===== config.mk =====
export PLATFORM = sky130hd
export DESIGN_NAME = iaa_top
export DESIGN_NICKNAME = d
export VERILOG_FILES = /design/src/logic/iaa_pkg.sv /design/src/logic/iaa_top.sv
export SDC_FILE = /design/constraint.sdc
export NUM_CORES = 1
export LEC_CHECK = 0
export ABC_AREA = 1
export BUFFER_PORTS_ARGS = -buffer_cell sky130_fd_sc_hd__buf_2
export CORE_MARGIN = 10
export CORE_UTILIZATION = 45
export DETAILED_ROUTE_END_ITERATION = 8
export PLACE_DENSITY = 0.66
export SLEW_MARGIN = 20
export SYNTH_ARGS = -nofsm -noshare
export SYNTH_HDL_FRONTEND = slang
export SYNTH_SLANG_ARGS = --single-unit

===== constraint.sdc =====
create_clock -name CLK -period 19.46 [get_ports CLK]
set_input_delay 0.973 -clock CLK [delete_from_list [all_inputs] [get_ports CLK]]
set_output_delay 0.973 -clock CLK [all_outputs]
set_load 0.01 [all_outputs]

===== src/logic/iaa_pkg.sv =====
package iaa_pkg;
    // Source counts and numbering
    localparam int NUM_PIN    = 8;                   // External request pins
    localparam int NUM_PER    = 8;                   // On-chip peripheral requests
    localparam int NUM_PRIO   = NUM_PIN + NUM_PER;   // Sources with a priority field
    localparam int NUM_SRC    = NUM_PRIO + 1;        // Plus the non-maskable source
    localparam int NUM_DMA_CH = 4;                   // DMA channels that can steal a source
    localparam int SRC_W      = 5;                   // Width of a source identity
    localparam logic [4:0] SRC_NMI      = 5'h00;     // Identity of the non-maskable source
    localparam logic [4:0] SRC_PIN_BASE = 5'h01;     // First pin identity
    localparam logic [4:0] SRC_PER_BASE = 5'h09;     // First peripheral identity
    localparam logic [4:0] NMI_LEVEL    = 5'h10;     // Above any programmable level

    // Register byte offsets
    localparam logic [7:0] OFF_PRIO0 = 8'h00;        // Priority fields, four per word
    localparam logic [7:0] OFF_PRIO1 = 8'h04;
    localparam logic [7:0] OFF_PRIO2 = 8'h08;
    localparam logic [7:0] OFF_PRIO3 = 8'h0C;
    localparam logic [7:0] OFF_SENSE = 8'h10;        // Pin sense selects, edge select, level
    localparam logic [7:0] OFF_FLAG  = 8'h14;        // Pin pending flags
    localparam logic [7:0] OFF_DMAEN = 8'h18;        // DMA master and channel enables
    localparam logic [7:0] OFF_DMASL = 8'h1C;        // DMA channel source selects
    localparam logic [7:0] OFF_STAT  = 8'h20;        // Acceptance status, read only

    // Field positions
    localparam int SENSE_NMI_EDGE_BIT = 8;           // 0 falling, 1 rising
    localparam int SENSE_NMI_LVL_BIT  = 15;          // Live non-maskable pin level
    localparam int DMAEN_MASTER_BIT   = 0;           // Master enable
    localparam int DMAEN_CH_LSB       = 1;           // Channel enables start here
    localparam int DMASL_STRIDE       = 8;           // Byte per channel select
    localparam int STAT_REQ_BIT       = 31;          // Request held toward the CPU
    localparam int STAT_IND_BIT       = 30;          // Acceptance indicator level
    localparam int STAT_LVL_LSB       = 8;           // Accepted level [11:8]
    localparam int STAT_VEC_LSB       = 0;           // Accepted identity [4:0]

    // Reset values
    localparam logic [3:0] PRIO_RST  = 4'h0;
    localparam logic [7:0] SENSE_RST = 8'h00;
    localparam logic [1:0] AXI_OKAY  = 2'h0;
    localparam logic [1:0] AXI_SLVERR = 2'h2;

    // Acceptance sequencer
    typedef enum logic [1:0] {
        ACC_IDLE = 2'b00,                            // Nothing forwarded
        ACC_REQ  = 2'b01,                            // Request held toward the CPU
        ACC_EXC  = 2'b10                             // CPU in exception entry
    } iaa_acc_t;
endpackage : iaa_pkg


===== src/logic/iaa_top.sv =====
// Our own choices: the placing of the registers and the AXI4-Lite register port.
`timescale 1ns/1ps
// Notes on behaviour
// - Highest programmed level wins selection
// - Losing edge requests stay pending
// - Both resets clear latched edge requests
// - Ties resolved by fixed source order
// - Forward only when level exceeds mask
// - Acceptance drives indicator pin low
// - Level/peripheral: indicator high once taken
// - Edge: indicator high at exception start
// - New acceptance in progress keeps indicator low
// - DMA judgment adds one state, peripherals
// - Compare takes two or three states
// - Latency at least ten or eleven
// - DMA routed sources leave arbitration, NMI excepted
// - DMA routed sources masked regardless level, NMI excepted
// - Software may withdraw pending edge pin requests
// - Edge flag cleared by write-zero or entry
// - Four-bit priority, fifteen is highest
// - Sense select: 0 low-level, 1 falling-edge
module iaa_top (
    input  wire logic        CLK,
    input  wire logic        RESET,
    input  wire logic        MANUAL_RESET,
    input  wire logic        NMI_PIN,
    input  wire logic [7:0]  PIN_REQ_N,
    input  wire logic [7:0]  PERIPH_REQ,
    input  wire logic [3:0]  CPU_MASK_LEVEL,
    input  wire logic        CPU_EXC_START,
    input  wire logic        CPU_TAKEN,
    output logic             CPU_INT_REQ,
    output logic [3:0]       CPU_INT_LEVEL,
    output logic [4:0]       CPU_INT_VECTOR,
    output logic             ACCEPT_INDICATOR_OUT_N,
    input  wire logic [7:0]  S_AXI_AWADDR,
    input  wire logic        S_AXI_AWVALID,
    output logic             S_AXI_AWREADY,
    input  wire logic [31:0] S_AXI_WDATA,
    input  wire logic [3:0]  S_AXI_WSTRB,
    input  wire logic        S_AXI_WVALID,
    output logic             S_AXI_WREADY,
    output logic [1:0]       S_AXI_BRESP,
    output logic             S_AXI_BVALID,
    input  wire logic        S_AXI_BREADY,
    input  wire logic [7:0]  S_AXI_ARADDR,
    input  wire logic        S_AXI_ARVALID,
    output logic             S_AXI_ARREADY,
    output logic [31:0]      S_AXI_RDATA,
    output logic [1:0]       S_AXI_RRESP,
    output logic             S_AXI_RVALID,
    input  wire logic        S_AXI_RREADY
);
    localparam int NP = iaa_pkg::NUM_PIN;
    localparam int NQ = iaa_pkg::NUM_PER;
    localparam int NS = iaa_pkg::NUM_SRC;

    ////////////////////////////////////////////////////////////////////////////
    // State declarations
    logic [8:0]  s1_ff, s2_ff, s3_ff, stab_ff;       // Pin synchronisers, bit 8 is NMI
    logic [8:0]  nxt_s1, nxt_s2, nxt_s3, nxt_stab;
    logic [7:0]  edge_ff, nxt_edge;                  // Latched pin edge requests
    logic [7:0]  seen_ff, nxt_seen;                  // Flag read as one by software
    logic        nmi_ff, nxt_nmi;                    // Latched non-maskable request
    logic [7:0]  pstage_ff, nxt_pstage;              // Extra pin compare state
    logic [7:0]  qstage_ff, nxt_qstage;              // DMA judgment state for peripherals
    logic [3:0]  prio_ff [iaa_pkg::NUM_PRIO];        // Priority fields
    logic [3:0]  nxt_prio [iaa_pkg::NUM_PRIO];
    logic [8:0]  sense_ff, nxt_sense;                // Pin senses plus NMI edge select
    logic [4:0]  dmaen_ff, nxt_dmaen;                // Master and channel enables
    logic [4:0]  dmasl_ff [iaa_pkg::NUM_DMA_CH];     // Channel source selects
    logic [4:0]  nxt_dmasl [iaa_pkg::NUM_DMA_CH];
    logic        sel_v_ff, nxt_sel_v;                // Selected request valid
    logic [4:0]  sel_l_ff, nxt_sel_l;                // Selected level
    logic [4:0]  sel_i_ff, nxt_sel_i;                // Selected identity
    iaa_pkg::iaa_acc_t acc_ff, nxt_acc;              // Acceptance sequencer
    logic [3:0]  lvl_ff, nxt_lvl;                    // Level shown to the CPU
    logic [4:0]  vec_ff, nxt_vec;                    // Identity shown to the CPU
    logic        edgek_ff, nxt_edgek;                // Accepted request was edge sensed
    logic        ind_n_ff, nxt_ind_n;                // Indicator pin level
    logic        aw_ff, w_ff, bv_ff, rv_ff;          // Bus channel holds
    logic        nxt_aw, nxt_w, nxt_bv, nxt_rv;
    logic [7:0]  awa_ff, nxt_awa;                    // Held write address
    logic [31:0] wd_ff, nxt_wd, rd_ff, nxt_rd;       // Held write and read data
    logic [3:0]  ws_ff, nxt_ws;                      // Held write strobes
    logic [1:0]  br_ff, nxt_br, rr_ff, nxt_rr;       // Responses

    logic [7:0]  pin_flag;                           // Visible pin flags
    logic [NS-1:0] dma_steal;                        // Sources routed to DMA
    logic        cmp_ok;                             // Selected level beats the mask
    logic        do_wr, do_rd, exc_clr;
    logic [31:0] rdat;                               // Read mux
    logic        rerr;

    ////////////////////////////////////////////////////////////////////////////
    // Pin flags and DMA routing
    always_comb begin
        for (int j = 0; j < NP; j++) begin
            // Low-level or latched falling edge
            pin_flag[j] = sense_ff[j] ? edge_ff[j] : ~stab_ff[j];
        end
        for (int s = 0; s < NS; s++) begin
            dma_steal[s] = 1'b0;
            for (int c = 0; c < iaa_pkg::NUM_DMA_CH; c++) begin
                // Master AND any enabled channel selecting s
                if (dmaen_ff[iaa_pkg::DMAEN_CH_LSB + c] && dmasl_ff[c] == 5'(s)) begin
                    dma_steal[s] = dmaen_ff[iaa_pkg::DMAEN_MASTER_BIT];
                end
            end
        end
    end

    ////////////////////////////////////////////////////////////////////////////
    // Synchronisers, edge latches and request stages
    always_comb begin
        nxt_s1     = {NMI_PIN, PIN_REQ_N};
        nxt_s2     = s1_ff;
        nxt_s3     = s2_ff;
        nxt_stab   = stab_ff;
        nxt_edge   = edge_ff;
        nxt_seen   = seen_ff;
        nxt_nmi    = nmi_ff;
        exc_clr    = (acc_ff == iaa_pkg::ACC_REQ) && CPU_EXC_START;
        for (int j = 0; j <= NP; j++) begin
            // Change counts once stages two and three agree
            if (s2_ff[j] == s3_ff[j]) begin
                nxt_stab[j] = s3_ff[j];
            end
        end
        for (int j = 0; j < NP; j++) begin
            // Withdraw by write-zero after reading one
            if (do_wr && awa_ff == iaa_pkg::OFF_FLAG && ws_ff[0] && !wd_ff[j] && seen_ff[j]) begin
                nxt_edge[j] = 1'b0;
                nxt_seen[j] = 1'b0;
            end
            // Entry into exception processing clears its edge flag
            if (exc_clr && vec_ff == iaa_pkg::SRC_PIN_BASE + 5'(j)) begin
                nxt_edge[j] = 1'b0;
            end
            // Falling edge latched; it waits until exception entry
            if (stab_ff[j] && s2_ff[j] == s3_ff[j] && !s3_ff[j] && sense_ff[j]) begin
                nxt_edge[j] = 1'b1;
            end
            if (do_rd && S_AXI_ARADDR == iaa_pkg::OFF_FLAG && pin_flag[j]) begin
                nxt_seen[j] = 1'b1;
            end
        end
        if (exc_clr && vec_ff == iaa_pkg::SRC_NMI) begin
            nxt_nmi = 1'b0;
        end
        // NMI edge in the selected direction
        if (s2_ff[NP] == s3_ff[NP] && stab_ff[NP] != s3_ff[NP]
            && s3_ff[NP] == sense_ff[iaa_pkg::SENSE_NMI_EDGE_BIT]) begin
            nxt_nmi = 1'b1;
        end
        if (MANUAL_RESET) begin
            nxt_edge = '0;
            nxt_nmi  = 1'b0;
        end
        // Pins take one extra state before selection
        nxt_pstage = pin_flag & ~dma_steal[NS-NQ-1:1];
        // Peripherals take one DMA judgment state
        nxt_qstage = PERIPH_REQ & ~dma_steal[NS-1:NS-NQ];
    end

    always_ff @(posedge CLK) begin
        if (RESET) begin
            s1_ff <= '1; s2_ff <= '1; s3_ff <= '1; stab_ff <= '1;
            edge_ff <= '0;
            seen_ff <= '0; nmi_ff <= 1'b0;
            pstage_ff <= '0; qstage_ff <= '0;
        end else begin
            s1_ff <= nxt_s1; s2_ff <= nxt_s2; s3_ff <= nxt_s3; stab_ff <= nxt_stab;
            edge_ff <= nxt_edge; seen_ff <= nxt_seen; nmi_ff <= nxt_nmi;
            pstage_ff <= nxt_pstage; qstage_ff <= nxt_qstage;
        end
    end

    ////////////////////////////////////////////////////////////////////////////
    // Priority selection
    always_comb begin
        nxt_sel_v = nmi_ff;
        nxt_sel_l = nmi_ff ? iaa_pkg::NMI_LEVEL : 5'h00;
        nxt_sel_i = iaa_pkg::SRC_NMI;
        for (int k = 0; k < iaa_pkg::NUM_PRIO; k++) begin
            // Strictly greater keeps the earlier source on a tie
            if ((k < NP ? pstage_ff[k] : qstage_ff[k-NP])
                && (!nxt_sel_v || {1'b0, prio_ff[k]} > nxt_sel_l)) begin
                nxt_sel_v = 1'b1;
                nxt_sel_l = {1'b0, prio_ff[k]};
                nxt_sel_i = iaa_pkg::SRC_PIN_BASE + 5'(k);
            end
        end
    end

    ////////////////////////////////////////////////////////////////////////////
    // Acceptance sequencer
    always_comb begin
        // Only above the mask goes on
        cmp_ok    = sel_v_ff && sel_l_ff > {1'b0, CPU_MASK_LEVEL};
        nxt_acc   = acc_ff;
        nxt_lvl   = lvl_ff;
        nxt_vec   = vec_ff;
        nxt_edgek = edgek_ff;
        nxt_ind_n = ind_n_ff;
        case (acc_ff)
            iaa_pkg::ACC_IDLE: begin
                if (cmp_ok) begin
                    nxt_acc   = iaa_pkg::ACC_REQ;
                    nxt_ind_n = 1'b0;
                end
            end
            iaa_pkg::ACC_REQ: begin
                // Level and identity frozen until entry
                if (CPU_EXC_START) begin
                    nxt_acc = iaa_pkg::ACC_EXC;
                    if (edgek_ff) begin
                        nxt_ind_n = 1'b1;
                    end
                end
            end
            iaa_pkg::ACC_EXC: begin
                if (CPU_TAKEN) begin
                    if (cmp_ok) begin
                        nxt_acc   = iaa_pkg::ACC_REQ;
                        nxt_ind_n = 1'b0;
                    end else begin
                        nxt_acc   = iaa_pkg::ACC_IDLE;
                        nxt_ind_n = 1'b1;
                    end
                end
            end
            default: begin
                nxt_acc   = iaa_pkg::ACC_IDLE;
                nxt_ind_n = 1'b1;
            end
        endcase
        if (cmp_ok && acc_ff != iaa_pkg::ACC_REQ) begin
            nxt_lvl   = sel_l_ff[4] ? 4'hF : sel_l_ff[3:0];
            nxt_vec   = sel_i_ff;
            nxt_edgek = (sel_i_ff == iaa_pkg::SRC_NMI)
                        || (sel_i_ff < iaa_pkg::SRC_PER_BASE
                            && sense_ff[3'(sel_i_ff - iaa_pkg::SRC_PIN_BASE)]);
        end
    end

    always_ff @(posedge CLK) begin
        if (RESET) begin
            sel_v_ff <= 1'b0; sel_l_ff <= '0; sel_i_ff <= '0;
            acc_ff <= iaa_pkg::ACC_IDLE; lvl_ff <= '0; vec_ff <= '0;
            edgek_ff <= 1'b0; ind_n_ff <= 1'b1;
        end else begin
            sel_v_ff <= nxt_sel_v; sel_l_ff <= nxt_sel_l; sel_i_ff <= nxt_sel_i;
            acc_ff <= nxt_acc; lvl_ff <= nxt_lvl; vec_ff <= nxt_vec;
            edgek_ff <= nxt_edgek; ind_n_ff <= nxt_ind_n;
        end
    end

    assign CPU_INT_REQ            = (acc_ff == iaa_pkg::ACC_REQ);
    assign CPU_INT_LEVEL          = lvl_ff;
    assign CPU_INT_VECTOR         = vec_ff;
    assign ACCEPT_INDICATOR_OUT_N = ind_n_ff;

    ////////////////////////////////////////////////////////////////////////////
    // AXI4-Lite slave
    always_comb begin
        do_wr = aw_ff && w_ff && !bv_ff;
        do_rd = S_AXI_ARVALID && !rv_ff;
        rdat  = '0;
        rerr  = 1'b0;
        case (S_AXI_ARADDR)
            iaa_pkg::OFF_PRIO0, iaa_pkg::OFF_PRIO1, iaa_pkg::OFF_PRIO2, iaa_pkg::OFF_PRIO3: begin
                for (int f = 0; f < 4; f++) begin
                    rdat[12-4*f +: 4] = prio_ff[4*int'(S_AXI_ARADDR[3:2]) + f];
                end
            end
            iaa_pkg::OFF_SENSE: rdat = {16'h0000, stab_ff[NP], 6'h00, sense_ff};
            iaa_pkg::OFF_FLAG:  rdat = {24'h000000, pin_flag};
            iaa_pkg::OFF_DMAEN: rdat = {27'h0000000, dmaen_ff};
            iaa_pkg::OFF_DMASL: begin
                for (int c = 0; c < iaa_pkg::NUM_DMA_CH; c++) begin
                    rdat[iaa_pkg::DMASL_STRIDE*c +: 5] = dmasl_ff[c];
                end
            end
            iaa_pkg::OFF_STAT: begin
                rdat[iaa_pkg::STAT_REQ_BIT]            = CPU_INT_REQ;
                rdat[iaa_pkg::STAT_IND_BIT]            = ind_n_ff;
                rdat[iaa_pkg::STAT_LVL_LSB +: 4]       = lvl_ff;
                rdat[iaa_pkg::STAT_VEC_LSB +: 5]       = vec_ff;
            end
            default: rerr = 1'b1;                    // Unmapped address
        endcase
        nxt_aw  = aw_ff || (S_AXI_AWVALID && S_AXI_AWREADY);
        nxt_w   = w_ff || (S_AXI_WVALID && S_AXI_WREADY);
        nxt_awa = (S_AXI_AWVALID && S_AXI_AWREADY) ? S_AXI_AWADDR : awa_ff;
        nxt_wd  = (S_AXI_WVALID && S_AXI_WREADY) ? S_AXI_WDATA : wd_ff;
        nxt_ws  = (S_AXI_WVALID && S_AXI_WREADY) ? S_AXI_WSTRB : ws_ff;
        nxt_bv  = bv_ff && !S_AXI_BREADY;
        nxt_br  = br_ff;
        nxt_rv  = rv_ff && !S_AXI_RREADY;
        nxt_rd  = rd_ff;
        nxt_rr  = rr_ff;
        nxt_prio  = prio_ff;
        nxt_sense = sense_ff;
        nxt_dmaen = dmaen_ff;
        nxt_dmasl = dmasl_ff;
        if (do_wr) begin
            nxt_aw = 1'b0;
            nxt_w  = 1'b0;
            nxt_bv = 1'b1;
            nxt_br = iaa_pkg::AXI_OKAY;
            case (awa_ff)
                iaa_pkg::OFF_PRIO0, iaa_pkg::OFF_PRIO1,
                iaa_pkg::OFF_PRIO2, iaa_pkg::OFF_PRIO3: begin
                    for (int f = 0; f < 4; f++) begin
                        if (ws_ff[1 - f/2]) begin
                            nxt_prio[4*int'(awa_ff[3:2]) + f] = wd_ff[12-4*f +: 4];
                        end
                    end
                end
                iaa_pkg::OFF_SENSE: begin
                    if (ws_ff[0]) nxt_sense[7:0] = wd_ff[7:0];
                    if (ws_ff[1]) nxt_sense[8] = wd_ff[iaa_pkg::SENSE_NMI_EDGE_BIT];
                end
                iaa_pkg::OFF_FLAG: ;                 // Clears handled with the flags
                iaa_pkg::OFF_DMAEN: begin
                    if (ws_ff[0]) nxt_dmaen = wd_ff[4:0];
                end
                iaa_pkg::OFF_DMASL: begin
                    for (int c = 0; c < iaa_pkg::NUM_DMA_CH; c++) begin
                        if (ws_ff[c]) nxt_dmasl[c] = wd_ff[iaa_pkg::DMASL_STRIDE*c +: 5];
                    end
                end
                iaa_pkg::OFF_STAT: ;                 // Read only, write ignored
                default: nxt_br = iaa_pkg::AXI_SLVERR;
            endcase
        end
        if (do_rd) begin
            nxt_rv = 1'b1;
            nxt_rd = rdat;
            nxt_rr = rerr ? iaa_pkg::AXI_SLVERR : iaa_pkg::AXI_OKAY;
        end
    end

    always_ff @(posedge CLK) begin
        if (RESET) begin
            aw_ff <= 1'b0; w_ff <= 1'b0; bv_ff <= 1'b0; rv_ff <= 1'b0;
            awa_ff <= '0; wd_ff <= '0; ws_ff <= '0; rd_ff <= '0;
            br_ff <= iaa_pkg::AXI_OKAY; rr_ff <= iaa_pkg::AXI_OKAY;
            for (int k = 0; k < iaa_pkg::NUM_PRIO; k++) prio_ff[k] <= iaa_pkg::PRIO_RST;
            sense_ff <= {1'b0, iaa_pkg::SENSE_RST};
            dmaen_ff <= '0;
            for (int c = 0; c < iaa_pkg::NUM_DMA_CH; c++) dmasl_ff[c] <= '0;
        end else begin
            aw_ff <= nxt_aw; w_ff <= nxt_w; bv_ff <= nxt_bv; rv_ff <= nxt_rv;
            awa_ff <= nxt_awa; wd_ff <= nxt_wd; ws_ff <= nxt_ws; rd_ff <= nxt_rd;
            br_ff <= nxt_br; rr_ff <= nxt_rr;
            prio_ff <= nxt_prio; sense_ff <= nxt_sense;
            dmaen_ff <= nxt_dmaen; dmasl_ff <= nxt_dmasl;
        end
    end

    assign S_AXI_AWREADY = !aw_ff && !bv_ff;
    assign S_AXI_WREADY  = !w_ff && !bv_ff;
    assign S_AXI_BVALID  = bv_ff;
    assign S_AXI_BRESP   = br_ff;
    assign S_AXI_ARREADY = !rv_ff;
    assign S_AXI_RVALID  = rv_ff;
    assign S_AXI_RDATA   = rd_ff;
    assign S_AXI_RRESP   = rr_ff;
endmodule : iaa_top


==> flow_summary.yaml <==
pwr:
  clkPwrFrac: 0.463
  p_per_area_nw_per_um2: 86.7
  p_total_mw: 1.37
  p_sw_frac: 0.260
  total_leakage_power_nw: 6.73
  p_seq_frac: 0.421
  peakVddDrop_uv: 77.0
  p_comb_frac: 0.116
  intPower_mw: 1.01
  p_sw_mw: 0.356
status:
  status: "finished clean"
clocking:
  cts_tree: "yes"
  cts-root-buf: "clkbuf_16"
  cts_buffers: 29
  cts_hold_buf: 0
  path_clk_slew_ns: 0.06
  cts_htree_levels: 1
  clock_sinks: 263
  clk_path_buf_depth: 3
  clk_latency_ns: 0.57
detailed_routing:
  routedWlPerCell_um: 19.2
  drt_first_pass_iters: 6
  wirelength_um: 46100
  ant_nets: 0
  vias: 13300
  routed_via_density: 5.54
  drt_iter0_markers: 1191
  drcViolationCount: 0
yosys:
  synth_common_cells: "nand2_1 (326), dfxtp_1 (263), inv_1 (198)"
  synth_area_leaders: "dfxtp_1 (40%), nand2_1 (9.3%), o21ai_0 (6.8%)"
  synth_xor_area_frac: 0.000663
  async_reset_ff_frac: 0
  netlist-cell-type-count: 48
  postSynthCellCount: 1857
  synth-main-ff-cell: "dfxtp_1"
  synthAdderAreaFrac: 0.0616
  ys_ff_latch: 263
  synth_top_family_by_area: "simple AND/OR/NAND/NOR gates"
  synth-edff-count: 0
  synth_top_area_frac: 0.399
  yosysSeqAreaShare: 0.399
  synthMuxAreaShare: 0
  syn_area_um2: 13200
  syn_area_per_cell_um2: 7.11
  synth.most_common_cell: "nand2_1"
  synth_area_leader_cell: "dfxtp_1"
  synth_compound_area_frac: 0.202
  synthSimpleGateAreaFrac: 0.253
  yosysWarnings: 0
floorplan:
  rows: 62
  die_height_um: 191
  die_w_um: 191
  initial_core_util: 0.458
  die_area_um2: 36600
  io_pins: 135
  core_um2: 28900
critical_path:
  slowest_stage: "dfxtp_2"
  crit_path_max_fanout: 7
  path_class: "reg2reg"
  cp_data_required_time_ns: 19.92
  crit_path_max_incr_delay_ns: 0.33
  start_kind: "register"
  worstSetupEndpointType: "register"
  crit_top_cell: "nand2_1"
  cp.arrival_ns: 18.54
global_route:
  grt_start_max_net_pins: 110
  grt.overflow.total: 0
  grt_pass1_wl_um: 70100
  grt_pass1_vias: 12500
  track_usage: 0.243
  antenna_found_initial: 0
sta:
  period_share: 0.929
  max_clock_freq_ghz: 0.0553
  worst-slew-pin-transition_ns: 1.12
  relSlewSlack: 0.248
  layout_min_cycle_time_ns: 18.08
  tns_ns: 0
  fin_skew_ns: 0.0119
  finalMaxSlewViolations: 0
  setup_violations: 0
  hold_viol: 0
worst_hold_path:
  hold_class: "reg2reg"
placed_design:
  port_buffers: 122
  gp_congestion: 1.06
  hpwl_um: 35300
layout:
  drive_above_1_share: 0.166
  finalNetCount: 2140
  antenna_cells: 0
  area_delta_synth_final_pct: 19.5
  fin_util: 0.547
run:
  drv_cap: 0
power by group through the flow:
stage	clock network (mW)	registers [mW]	logic, mW
2_1_floorplan	0	0.583	0.0945
3_3_place_gp	0	0.586	0.143
3_5_place_dp	0	0.586	0.146
4_1_cts	0.640	0.575	0.147
5_1_grt	0.658	0.577	0.178
6_report	0.633	0.575	0.159
cell type report:
| class | instances | area, um^2 |
|---|---|---|
| fillers | 2808 | 13100 |
| repair buffers | 161 | 923 |
| multi-input cells | 1314 | 7150 |
| well taps | 384 | 480 |
| clock inverters | 19 | 335 |
| inverters | 223 | 845 |
| flip-flops and latches | 263 | 5270 |
| clock buffers | 34 | 774 |
flip-flops by register name, summed over array words and instances (netlist names), 9 cells and up:
register / flops
prio_ff: 64
S_AXI_RDATA: 28
wd_ff: 26
dmasl_ff: 20
nxt_s2: 9
nxt_s3: 9
s3_ff: 9
sense_ff: 9
stab_ff: 9
cells in the final DEF (no fill, tap or decap), types with 7 or more instances in the layout:
| cell | netlist | layout |
|---|---|---|
| buf_4 | 6 | 36 |
| or2_2 | 29 | 29 |
| inv_1 | 198 | 194 |
| inv_2 | 5 | 16 |
| a21oi_2 | 0 | 7 |
| nand2_2 | 1 | 16 |
| o21ai_0 | 180 | 168 |
| ha_1 | 65 | 56 |
| dfxtp_1 | 263 | 261 |
| clkinv_1 | 19 | 10 |
| o2111ai_1 | 8 | 8 |
| buf_2 | 1 | 122 |
| nor3_1 | 43 | 43 |
| o211ai_1 | 13 | 13 |
| ha_4 | 0 | 9 |
| o22ai_1 | 40 | 40 |
| nand2_1 | 326 | 308 |
| a211oi_1 | 37 | 37 |
| nor2_1 | 190 | 184 |
| a21oi_1 | 178 | 171 |
| nand3_2 | 0 | 8 |
| o21ai_1 | 1 | 9 |
| nand3_1 | 96 | 88 |
| nor2_2 | 6 | 11 |
| bufinv_16 | 0 | 8 |
| clkbuf_16 | 0 | 29 |
| nand4_1 | 42 | 42 |
| and2_1 | 19 | 17 |
stage by stage:
| stage | std cells | setup WS (ns) | area, um^2 | hold WS [ns] |
|---|---|---|---|---|
| after CTS | 2384 | 0.0138 | 15400 | 0.407 |
| after detailed placement | 2331 | 0.0791 | 14200 | 0.393 |
| final | 2398 | 1.38 | 15800 | 0.405 |
| after global placement | 2331 | 0.439 | 14200 | 0.392 |
| after global routing | 2398 | -0.0189 | 15800 | 0.418 |
| after floorplan | 1862 | 2.44 | 13200 | 0.389 |
path summary, 6_finish.rpt:
kind / startpoint / to / slack (ns) / cells after the start
setup / recovery: pstage_ff[0] / sel_l_ff[0] / 1.38 / 140
hold / removal: nxt_s2[6] / nxt_s3[6] / 0.41 / 1
setup reg to reg: pstage_ff[0] / sel_l_ff[0] / 1.38 / 140
hold reg to reg: nxt_s2[6] / nxt_s3[6] / 0.41 / 1
critical path, delay by kind of cell, from the launching register on:
family          cells  cell delay, ns
simple gates       79            7.68
flops               1            0.33
fa+ha+maj          15            4.30
buf+inv            16            1.37
compound gates     30            4.29
what timing repair did:
item | CTS | global route
gates resized for setup | 0 | 89
endpoints found under the setup margin | 0 | 10
buffers inserted | 0 | 14
per-layer routing:
metal | global-route usage | wire length (um) | vias to the layer above
li1 | - | - | 6529
met1 | 0.320 | 19900 | 6151
met2 | 0.393 | 20800 | 509
met3 | 0.0465 | 3780 | 90
met4 | 0.0751 | 1580 | 0
met5 | 0 | 0 | -
logic make-up (layout without fill, tap and decap cells):
group / Yosys count / in the layout
AND/OR/NAND/NOR: 765 / 765
AO/OA/AOI/OAI: 477 / 477
buffers and inverters: 285 / 437
flip-flops: 263 / 263
adder cells (fa/ha/maj): 65 / 65
other: 1 / 6
XOR/XNOR: 1 / 1
(Power assumes the default switching activity.)
